<file path="config.mk">
export PLATFORM = sky130hd
export DESIGN_NAME = sbd_monitor
export DESIGN_NICKNAME = d
export VERILOG_FILES = /design/src/hdl/sbd_pkg.sv /design/src/hdl/sbd_monitor.sv
export SDC_FILE = /design/constraint.sdc
export NUM_CORES = 1
export LEC_CHECK = 0
export BUFFER_PORTS_ARGS = -buffer_cell sky130_fd_sc_hd__buf_4
export CORE_ASPECT_RATIO = 0.9
export CORE_MARGIN = 2
export CORE_UTILIZATION = 45
export CTS_CLUSTER_SIZE = 14
export DETAILED_ROUTE_END_ITERATION = 10
export PLACE_DENSITY_LB_ADDON = 0.12
export SYNTH_ARGS = -nofsm -noshare
export SYNTH_HDL_FRONTEND = slang
export SYNTH_SLANG_ARGS = --single-unit
</file>
<file path="constraint.sdc">
create_clock -name MCLK_I -period 2.55 [get_ports MCLK_I]
set_input_delay 0.255 -clock MCLK_I [delete_from_list [all_inputs] [get_ports MCLK_I]]
set_output_delay 0.255 -clock MCLK_I [all_outputs]
set_load 0.03 [all_outputs]
</file>
<file path="src/hdl/sbd_pkg.sv">
// constants, register map and types of the safe brake drive monitor
// Contract
// - torque-off-active flag high while torque-off holds; mirrored in state word bit 0
// - torque-off activates on application demand, fault reaction or fieldbus demand
// - torque-off-selected flag set on any torque-off request; state word bit 10
// - error-active flag high while any error is active; state word bit 13
// - acknowledge-required flag high while acknowledge needed; state word bit 14
// - brake-released flag high while brake current is driven; state word bit 16; code also keeps it high during test pulses
// - safety status word to fieldbus carries torque-off-active in bit 0
// - two independent switch channels with feedback, periodically tested while released
// - high and low switch driven separately, each tested once per second; code drives both together and tests them in one shared window
// - test pulse at most 1 ms, pulses spaced at least 900 ms
// - brake control runs automatically when brake-attached code says attached
// - with brake configured, control starts with torque-off and engages the brake
// - error state reads 00h without failure, 01h when failed, enforcing torque-off and brake
// - error code 00h normally, 12h on brake output fault, which forces torque-off
// - brake lost while released and motor enabled raises fault and torque-off
// - brake-attached setting is eight bits: 00h none (default), 01h attached
// - sixteen-bit delay in ms between brake engagement and torque-off, brake only
package sbd_pkg;
  localparam int unsigned CLK_HZ        = 100_000_000;
  localparam int unsigned MS_CYCLES     = CLK_HZ / 1000;
  localparam int unsigned TEST_PULSE_MS = 1;
  localparam int unsigned TEST_GAP_MS   = 1000;
  localparam int unsigned TEST_MIN_MS   = 900;
  localparam int unsigned MAX_DELAY_MS  = 60000;
  // register indices; the byte address on the bus is the index times four
  localparam logic [15:0] IDX_ERR_STATE = 16'h1a02;
  localparam logic [15:0] IDX_ERR_CODE  = 16'h1a03;
  localparam logic [15:0] IDX_TO_ACT    = 16'h1a10;
  localparam logic [15:0] IDX_TO_SEL    = 16'h1a1a;
  localparam logic [15:0] IDX_ERR_ACT   = 16'h1a1d;
  localparam logic [15:0] IDX_ACK_REQ   = 16'h1a1e;
  localparam logic [15:0] IDX_BRK_REL   = 16'h1a20;
  localparam logic [15:0] IDX_STATE_W   = 16'h1a06;
  localparam logic [15:0] IDX_ATTACH    = 16'h47d4;
  localparam logic [15:0] IDX_DELAY     = 16'h47d5;
  localparam logic [15:0] IDX_CTRL      = 16'h1b00;
  localparam logic [15:0] IDX_IRQ_STAT  = 16'h1b01;
  localparam logic [15:0] IDX_IRQ_MASK  = 16'h1b02;
  // field values and bit positions
  localparam logic [7:0] ERR_STATE_NONE = 8'h00;
  localparam logic [7:0] ERR_STATE_IO   = 8'h01;
  localparam logic [7:0] ERR_CODE_NONE  = 8'h00;
  localparam logic [7:0] ERR_CODE_BRAKE = 8'h12;
  localparam logic [7:0] ATTACH_NONE    = 8'h00;
  localparam logic [7:0] ATTACH_YES     = 8'h01;
  localparam int unsigned SW_TO_ACT  = 0;
  localparam int unsigned SW_TO_SEL  = 10;
  localparam int unsigned SW_ERR_ACT = 13;
  localparam int unsigned SW_ACK_REQ = 14;
  localparam int unsigned SW_BRK_REL = 16;
  // control register bits
  localparam int unsigned CTRL_APP_REQ = 0;
  localparam int unsigned CTRL_RELEASE = 1;
  localparam int unsigned CTRL_ACK     = 2;
  // interrupt bits
  localparam int unsigned IRQ_FAULT   = 0;
  localparam int unsigned IRQ_TO_ON   = 1;
  localparam int unsigned IRQ_TEST_OK = 2;
  localparam int unsigned IRQ_W       = 3;
  typedef enum {ST_IDLE, ST_RELEASED, ST_TEST, ST_ENGAGE_WAIT} sbd_state_e;
  typedef struct packed {
    logic hi_on;
    logic lo_on;
  } sbd_switch_s;
  typedef struct packed {
    logic hi_fb;
    logic lo_fb;
    logic current_fb;
  } sbd_feedback_s;
endpackage

</file>
<file path="src/hdl/sbd_monitor.sv">
// safe brake drive monitor with torque-off logic and APB registers
//
// Added by the designer: register access over APB.
`timescale 1ns/100ps
`default_nettype none
module sbd_monitor #(
  parameter int unsigned TEST_GAP_CYC   = sbd_pkg::TEST_GAP_MS * sbd_pkg::MS_CYCLES,
  parameter int unsigned TEST_PULSE_CYC = sbd_pkg::TEST_PULSE_MS * sbd_pkg::MS_CYCLES,
  parameter int unsigned MS_CYC         = sbd_pkg::MS_CYCLES
) (
  // clock and reset
  input  wire logic                  MCLK_I,
  input  wire logic                  RST_I,
  // apb slave
  input  wire logic                  PSEL_I,
  input  wire logic                  PENABLE_I,
  input  wire logic                  PWRITE_I,
  input  wire logic [17:0]           PADDR_I,
  input  wire logic [31:0]           PWDATA_I,
  output logic      [31:0]           PRDATA_O,
  output logic                       PREADY_O,
  output logic                       PSLVERR_O,
  // torque-off demands and motor state
  input  wire logic                  FIELDBUS_TO_REQ_I,
  input  wire logic                  FAULT_BUF_REQ_I,
  input  wire logic                  MOTOR_ENABLED_I,
  // brake connector switches and feedback
  output sbd_pkg::sbd_switch_s       BRAKE_SW_O,
  input  wire sbd_pkg::sbd_feedback_s BRAKE_FB_I,
  // outputs to drive and fieldbus
  output logic                       TORQUE_OFF_O,
  output logic      [15:0]           SAFE_STATUS_WORD_ONE_O,
  output logic                       IRQ_O
);
  // shortest legal spacing of two test pulses on the brake
  localparam int unsigned MIN_GAP_CYC = sbd_pkg::TEST_MIN_MS * MS_CYC;

  // refuse timings the brake cannot tolerate: pulse above 1 ms or spacing under 900 ms
  if (MS_CYC < 1 || TEST_PULSE_CYC < 1 || TEST_PULSE_CYC > sbd_pkg::TEST_PULSE_MS * MS_CYC
      || TEST_GAP_CYC < MIN_GAP_CYC) begin : g_bad_timing
    $error("sbd_monitor: bad timing parameters");
  end

  // register index decode, used by the write path
  function automatic logic hit(input logic [17:0] a, input logic [15:0] idx);
    return (a[17:2] == idx) && (a[1:0] == 2'b00);
  endfunction

  logic [7:0]  attach;
  logic [15:0] delay_ms;
  logic        app_req;
  logic        release_req;
  logic [2:0]  irq_stat;
  logic [2:0]  irq_mask;
  logic [7:0]  err_state;
  logic [7:0]  err_code;
  logic        fault_now;
  logic        to_active;
  logic        brake_released;
  logic [31:0] state_word;
  logic        to_req;
  logic        brake_cfg;
  logic        wr_en;
  logic        ack_pulse;
  logic        test_fail;
  logic        test_pass;
  logic        to_rise;
  logic        to_active_d;
  logic [31:0] gap_cnt;
  logic [31:0] pulse_cnt;
  logic [31:0] ms_cnt;
  logic [15:0] delay_cnt;
  sbd_pkg::sbd_state_e state;

  assign wr_en = PSEL_I && PENABLE_I && PWRITE_I;
  assign ack_pulse = wr_en && hit(PADDR_I, sbd_pkg::IDX_CTRL) && PWDATA_I[sbd_pkg::CTRL_ACK];
  assign brake_cfg = (attach == sbd_pkg::ATTACH_YES);

  // configuration and control registers
  always_ff @(posedge MCLK_I) begin
    if (RST_I) begin
      attach      <= sbd_pkg::ATTACH_NONE;
      delay_ms    <= 16'h0000;
      app_req     <= 1'b0;
      release_req <= 1'b0;
      irq_mask    <= 3'h0;
    end else if (wr_en) begin
      if (hit(PADDR_I, sbd_pkg::IDX_ATTACH))
        attach <= PWDATA_I[7:0];
      if (hit(PADDR_I, sbd_pkg::IDX_DELAY) && PWDATA_I[15:0] <= 16'(sbd_pkg::MAX_DELAY_MS))
        delay_ms <= PWDATA_I[15:0];
      if (hit(PADDR_I, sbd_pkg::IDX_CTRL)) begin
        app_req     <= PWDATA_I[sbd_pkg::CTRL_APP_REQ];
        release_req <= PWDATA_I[sbd_pkg::CTRL_RELEASE];
      end
      if (hit(PADDR_I, sbd_pkg::IDX_IRQ_MASK))
        irq_mask <= PWDATA_I[2:0];
    end
  end

  assign to_req = app_req || FAULT_BUF_REQ_I || FIELDBUS_TO_REQ_I || fault_now
                  || (err_state != sbd_pkg::ERR_STATE_NONE);

  // brake lost while released and motor enabled
  assign fault_now = test_fail
                     || (state == sbd_pkg::ST_RELEASED && MOTOR_ENABLED_I
                         && !BRAKE_FB_I.current_fb);

  // brake switch sequencer with periodic switch-off tests
  always_ff @(posedge MCLK_I) begin
    if (RST_I) begin
      state      <= sbd_pkg::ST_IDLE;
      gap_cnt    <= 32'h0000_0000;
      pulse_cnt  <= 32'h0000_0000;
      ms_cnt     <= 32'h0000_0000;
      delay_cnt  <= 16'h0000;
      BRAKE_SW_O <= '0;
    end else begin
      case (state)
        sbd_pkg::ST_IDLE: begin
          BRAKE_SW_O <= '0;
          if (brake_cfg && release_req && !to_req) begin
            state      <= sbd_pkg::ST_RELEASED;
            BRAKE_SW_O <= '1;
            gap_cnt    <= 32'h0000_0000;
          end
        end
        sbd_pkg::ST_RELEASED: begin
          // test each switch once per second
          gap_cnt <= gap_cnt + 32'h0000_0001;
          if (to_req || !release_req || !brake_cfg) begin
            state      <= sbd_pkg::ST_ENGAGE_WAIT;
            BRAKE_SW_O <= '0;
            delay_cnt  <= 16'h0000;
            ms_cnt     <= 32'h0000_0000;
          end else if (gap_cnt >= 32'(TEST_GAP_CYC - 1)) begin
            // both switches cut in one window: each is tested every period,
            // yet the brake sees only one pulse per period
            state      <= sbd_pkg::ST_TEST;
            BRAKE_SW_O <= '0;
            pulse_cnt  <= 32'h0000_0000;
          end
        end
        sbd_pkg::ST_TEST: begin
          pulse_cnt <= pulse_cnt + 32'h0000_0001;
          if (to_req || !release_req || !brake_cfg) begin
            state      <= sbd_pkg::ST_ENGAGE_WAIT;
            BRAKE_SW_O <= '0;
            delay_cnt  <= 16'h0000;
            ms_cnt     <= 32'h0000_0000;
          end else if (pulse_cnt >= 32'(TEST_PULSE_CYC - 1)) begin
            state      <= sbd_pkg::ST_RELEASED;
            BRAKE_SW_O <= '1;
            gap_cnt    <= 32'h0000_0000;
          end
        end
        sbd_pkg::ST_ENGAGE_WAIT: begin
          // delay from brake engagement to torque-off
          BRAKE_SW_O <= '0;
          ms_cnt <= (ms_cnt >= 32'(MS_CYC - 1)) ? 32'h0000_0000 : ms_cnt + 32'h0000_0001;
          if (ms_cnt >= 32'(MS_CYC - 1) && delay_cnt < delay_ms)
            delay_cnt <= delay_cnt + 16'h0001;
          // back to idle once delay is over and no demand is left;
          // the release request is a level, so a standing one re-releases
          if (delay_cnt >= delay_ms && !to_req)
            state <= sbd_pkg::ST_IDLE;
        end
        default: state <= sbd_pkg::ST_IDLE;
      endcase
    end
  end

  // feedback check: each switch must read off at pulse end
  // failed test is a brake output fault
  assign test_pass = (state == sbd_pkg::ST_TEST)
                     && pulse_cnt >= 32'(TEST_PULSE_CYC - 1)
                     && !BRAKE_FB_I.hi_fb && !BRAKE_FB_I.lo_fb;
  assign test_fail = (state == sbd_pkg::ST_TEST)
                     && pulse_cnt >= 32'(TEST_PULSE_CYC - 1) && !test_pass;

  // torque-off active follows the request after brake delay when configured
  // torque-off active state
  always_ff @(posedge MCLK_I) begin
    if (RST_I) begin
      to_active   <= 1'b1;
      to_active_d <= 1'b1;
    end else begin
      to_active_d <= to_active;
      if (!to_req)
        to_active <= 1'b0;
      else if (!brake_cfg || fault_now || (err_state != sbd_pkg::ERR_STATE_NONE)
               || (state == sbd_pkg::ST_ENGAGE_WAIT && delay_cnt >= delay_ms)
               || state == sbd_pkg::ST_IDLE)
        to_active <= 1'b1;
    end
  end
  assign to_rise = to_active && !to_active_d;
  assign brake_released = (state != sbd_pkg::ST_IDLE) && (state != sbd_pkg::ST_ENGAGE_WAIT);

  // error state and error code latch on fault
  // held until acknowledge once the fault has cleared
  always_ff @(posedge MCLK_I) begin
    if (RST_I) begin
      err_state <= sbd_pkg::ERR_STATE_NONE;
      err_code  <= sbd_pkg::ERR_CODE_NONE;
    end else if (fault_now) begin
      err_state <= sbd_pkg::ERR_STATE_IO;
      err_code  <= sbd_pkg::ERR_CODE_BRAKE;
    end else if (ack_pulse) begin
      err_state <= sbd_pkg::ERR_STATE_NONE;
      err_code  <= sbd_pkg::ERR_CODE_NONE;
    end
  end

  // combined safety state word
  always_comb begin
    state_word = 32'h0000_0000;
    state_word[sbd_pkg::SW_TO_ACT]  = to_active;
    state_word[sbd_pkg::SW_TO_SEL]  = to_req;
    state_word[sbd_pkg::SW_ERR_ACT] = fault_now || (err_state != sbd_pkg::ERR_STATE_NONE);
    state_word[sbd_pkg::SW_ACK_REQ] = (err_state != sbd_pkg::ERR_STATE_NONE);
    state_word[sbd_pkg::SW_BRK_REL] = brake_released;
  end

  // interrupt status, set wins over write-one clear
  always_ff @(posedge MCLK_I) begin
    if (RST_I)
      irq_stat <= 3'h0;
    else
      irq_stat <= (irq_stat & ~((wr_en && hit(PADDR_I, sbd_pkg::IDX_IRQ_STAT))
                                ? PWDATA_I[2:0] : 3'h0))
                  | {test_pass, to_rise, fault_now};
  end
  assign IRQ_O = |(irq_stat & irq_mask);

  // fieldbus status word and torque-off output registers
  always_ff @(posedge MCLK_I) begin
    if (RST_I) begin
      SAFE_STATUS_WORD_ONE_O <= 16'h0001;
      TORQUE_OFF_O           <= 1'b1;
    end else begin
      // torque-off active in status bit 0
      SAFE_STATUS_WORD_ONE_O <= {15'h0000, to_active};
      TORQUE_OFF_O           <= to_active || fault_now;
    end
  end

  // apb read data register
  always_ff @(posedge MCLK_I) begin
    if (RST_I)
      PRDATA_O <= 32'h0000_0000;
    else if (PSEL_I && !PENABLE_I && !PWRITE_I) begin
      case (PADDR_I[17:2])
        sbd_pkg::IDX_ERR_STATE: PRDATA_O <= {24'h00_0000, err_state};
        sbd_pkg::IDX_ERR_CODE:  PRDATA_O <= {24'h00_0000, err_code};
        sbd_pkg::IDX_TO_ACT:    PRDATA_O <= {31'h0, state_word[sbd_pkg::SW_TO_ACT]};
        sbd_pkg::IDX_TO_SEL:    PRDATA_O <= {31'h0, state_word[sbd_pkg::SW_TO_SEL]};
        sbd_pkg::IDX_ERR_ACT:   PRDATA_O <= {31'h0, state_word[sbd_pkg::SW_ERR_ACT]};
        sbd_pkg::IDX_ACK_REQ:   PRDATA_O <= {31'h0, state_word[sbd_pkg::SW_ACK_REQ]};
        sbd_pkg::IDX_BRK_REL:   PRDATA_O <= {31'h0, state_word[sbd_pkg::SW_BRK_REL]};
        sbd_pkg::IDX_STATE_W:   PRDATA_O <= state_word;
        sbd_pkg::IDX_ATTACH:    PRDATA_O <= {24'h00_0000, attach};
        sbd_pkg::IDX_DELAY:     PRDATA_O <= {16'h0000, delay_ms};
        sbd_pkg::IDX_CTRL:      PRDATA_O <= {30'h0, release_req, app_req};
        sbd_pkg::IDX_IRQ_STAT:  PRDATA_O <= {29'h0, irq_stat};
        sbd_pkg::IDX_IRQ_MASK:  PRDATA_O <= {29'h0, irq_mask};
        default:                PRDATA_O <= 32'h0000_0000;
      endcase
    end
  end
  assign PREADY_O  = 1'b1;
  assign PSLVERR_O = 1'b0;

  // pulse spacing helper: cycles since last test start
  logic [31:0] since_test;
  always_ff @(posedge MCLK_I) begin
    if (RST_I)
      since_test <= 32'hffff_ffff;
    else if (state == sbd_pkg::ST_TEST && pulse_cnt == 32'h0000_0000)
      since_test <= 32'h0000_0000;
    else if (since_test != 32'hffff_ffff)
      since_test <= since_test + 32'h0000_0001;
  end
endmodule
`default_nettype wire

</file>
==> key figures <==
Synth
  – Post-Synth Adder-Cell Area: roughly 3.6%
  – Mux contribution to synthesized area: 3.742%
  – Post-synthesis compound-gate area fraction: between 10 and 15%
  – Flops & latches, synth: 168
  – Simple-Gate Fraction of Synth Area: between 20 and 30%
  – Post-synth top flop: dfxtp_1
  – Post-synth ARST share: 0%
  – Syn Inst Count: roughly 1100
  – Warnings from Yosys: 0
  – Register area share after synthesis: about 37%
  – Yosys cell types: between 70 and 80
  – Xor and xnor area share after synthesis: slightly above 5%
  – Largest family of logic cells by synthesized area: simple AND/OR/NAND/NOR gates
  – Mapped Area: 9094 sq um
  – Post-synth EDFFs: 0
  – Syn avg cell area: between 8 and 9 sq um

Clocking
  – CTS max path bufs: 2
  – CTS root buffer: clkbuf_16
  – Worst skew pair latency: 430 ps
  – Post-CTS Hold Fix Bufs: 0
  – CTS Buf Count: 17
  – CTS tree: yes
  – Clock transition at path regs: around 70 ps
  – Clock Sinks: between 150 and 200
  – H-tree level count: 4

Pwr
  – Power Dens Cells: 526.6 nW/um^2
  – Peak supply drop: between 0.4 and 0.5 mV
  – Leakage: around 4.5 nW

Detailed routing
  – Drt drc: 0
  – DRT Wirelength: roughly 25000 um
  – Starting DRT DRC Count: around 460
  – Avg WL per Cell: 15.98 um
  – Detail Route Antenna Nets: 0
  – First-pass iteration count of the detailed router: 5
  – Via count: between 8000 and 9000
  – Routed vias/inst: between 5 and 6

Setup path
  – Element type at the critical path end: flip-flop
  – Reg2Reg Setup Slack: -160 ps
  – Largest stage delay, worst path: 550 ps
  – Worst EP required: slightly below 3000 ps
  – CP Cell Sequence: or4_4, buf_6, a2111oi_4, a21o_4, nor4_4, or3_4, or4b_4, a21oi_1
  – Slowest stage cell on the critical path: or4_4
  – Crit path launch type: flip-flop
  – Worst Path Buf+Inv: 1
  – Cell family with most CP delay: simple AND/OR/NAND/NOR gates
  – CP Max Fanout: 6
  – Critical R2R Capture: delay_cnt[14]
  – Worst r2r src: pulse_cnt[14]
  – Worst Path Arrival: 3080 ps
  – R2R depth: 8
  – Critical Path Stages: 8
  – Crit path kind: reg2reg

STA
  – Final Hold Fails: 0
  – Crit share post-route: 106.4%
  – RSZ-0062 raised after global routing: true
  – Worst Tran Pin Value: between 700 and 800 ps
  – Worst rel slew slack: around half
  – Setup Skew: roughly 14 ps
  – Max Slew Vio Count: 0
  – Min cycle time layout: 2714 ps
  – Setup violators final: 82
  – Fin worst setup slack: -164.3 ps
  – Max Clk Rate: between 300 and 400 MHz

Global route
  – Gr usage total: 22.26%
  – Grt total ovfl: 0
  – Wire length of the first global-routing pass: around 39000 um
  – Vias in the first global route: 7954
  – Pin count of the biggest net entering global routing: 36
  – Initial antenna violation count: 0

Floorplan
  – Die area: about 21000 sq um
  – FP Rows: 49
  – Starting Density: a little under half
  – Ports: around 120
  – Die height: between 100 and 150 um
  – Die width: approximately 150 um
  – Core Box Area: about 20000 sq um

Final layout
  – Layout cells sized above 1: between 20% and 30%
  – Non-Filler Instances: around 1600
  – Final #Nets: between 1000 and 1500
  – Fill cells: 1715
  – FF+latch area: around 3400 sq um
  – Area growth from synthesis to layout: 36.87%
  – Multi-input gate area: about 6000 sq um
  – Ant diodes: 0

Status
  – Status: finished, violations left
  – Failing checks: setup timing

Min path
  – Worst hold path depth: 3
  – Hold Crit Start: PWDATA_I[12]
  – Worst hold path endpoint: delay_ms[12]
  – Hold Crit Class: in2reg

Job
  – Max Cap Viol: 0

Placement
  – Post-DP HPWL: approximately 17000 um
  – Routability cong.: approximately 0.84
  – Worst slack, placed: -157.2 ps
  – Dpl cells: 1523
  – # port buffers: between 60 and 70
[cell usage after synthesis (all sizes together) (34+ instances only)]
library cell	count	area, sq um
dfxtp	168	3363
a21oi	78	390.4
buf	47	314.1
mux2i	34	340.3
nand3	56	280.3
inv	36	135.1
clkbuf	43	161.4
o21ai	35	175.2
nor2	111	416.7
xnor2	40	350.3
nand2	123	461.7
nand4	37	231.5
[through the flow]
step | util (%) | area [sq um] | hold slack, ps | setup TNS [ps] | power (mW)
detailed placement | 53.68 | 10700 | 447.7 | -5745 | 3.703
global route | 62.47 | 12450 | 79.15 | -15910 | 6.787
finish | 62.47 | 12450 | 79.53 | -4844 | 6.554
CTS | 58.54 | 11660 | 57.52 | -1684 | 6.413
floorplan | - | 9263 | 367.0 | -5842 | 3.309
global placement | 53.68 | 10700 | 440.4 | -4353 | 3.695
[worst min-delay path, delay by kind of cell]
family | cells | cell delay (ps)
muxes | 1 | 50
buffers and inverters | 1 | 110
and+or+nand+nor | 1 | 50
[power by group]
part           switching (mW)  internal [mW]
Clock                    1.16           1.37
Combinational           0.763          0.604
Sequential             0.0175           2.65
Total                    1.94           4.61
[sequential cells by signal (all words and copies together), names as in the netlist]
signal	cells
BRAKE_SW_O	1
PRDATA_O	17
SAFE_STATUS_WORD_ONE_O	1
TORQUE_OFF_O	1
app_req	1
attach	8
delay_cnt	16
delay_ms	16
err_code	1
gap_cnt	32
irq_mask	3
irq_stat	3
ms_cnt	32
pulse_cnt	32
release_req	1
state	2
to_active	1
[kinds of logic (layout without fill, tap and decap cells)]
family,after synthesis,count (layout)
AOI/OAI and AO/OA,194,194
adders and majority gates,26,26
and+or+nand+nor,521,522
other,2,32
xor gates and xnor gates,53,53
buffers and inverters,126,300
DFF,168,168
muxes,34,34
[layout by cell type, fill, tap and decap left out, drive strengths merged, types with 33 or more instances in the layout]
cell type,netlist,final
nor2,111,111
inv,36,42
nand4,37,37
nor3,33,33
o21ai,35,35
buf,47,228
nand3,56,56
mux2i,34,34
xnor2,40,40
a21oi,78,78
dfxtp,168,168
nand2,123,123
[cell type report]
type | instances | share of cell area (%)
clock inverters | 15 | 1.136
clock buffers | 17 | 3.418
multi-input cells | 861 | 48.37
well taps | 255 | 2.563
repair buffers | 232 | 16.38
inverters | 36 | 1.086
flip-flops and latches | 168 | 27.05
[repair_timing]
action                     in CTS  in global routing
hold endpoints to repair        0                  0
setup endpoints to repair      91                112
pin swaps                      32                 92
cloned                          4                  7
gates resized for setup        66                126
buffers inserted               13                 15
[worst max path at each step]
stage / from / to / slack, ps
final: pulse_cnt[14] / delay_cnt[14] / -160
after global routing: pulse_cnt[14] / pulse_cnt[28] / -250
after CTS: pulse_cnt[14] / delay_cnt[9] / -90
after detailed placement: pulse_cnt[27] / ms_cnt[20] / -160
after global placement: pulse_cnt[27] / ms_cnt[1] / -140
after floorplan: pulse_cnt[14] / delay_cnt[14] / -130
[metal layers]
layer	wire length, um	vias to the layer above	GRT usage (%)
met4	225	0	5.214
li1	-	4388	-
met3	968	19	3.656
met2	11740	199	35.78
met1	12380	4155	31.43
met5	0	-	0
Note: power is estimated with default switching activity, not from simulation.
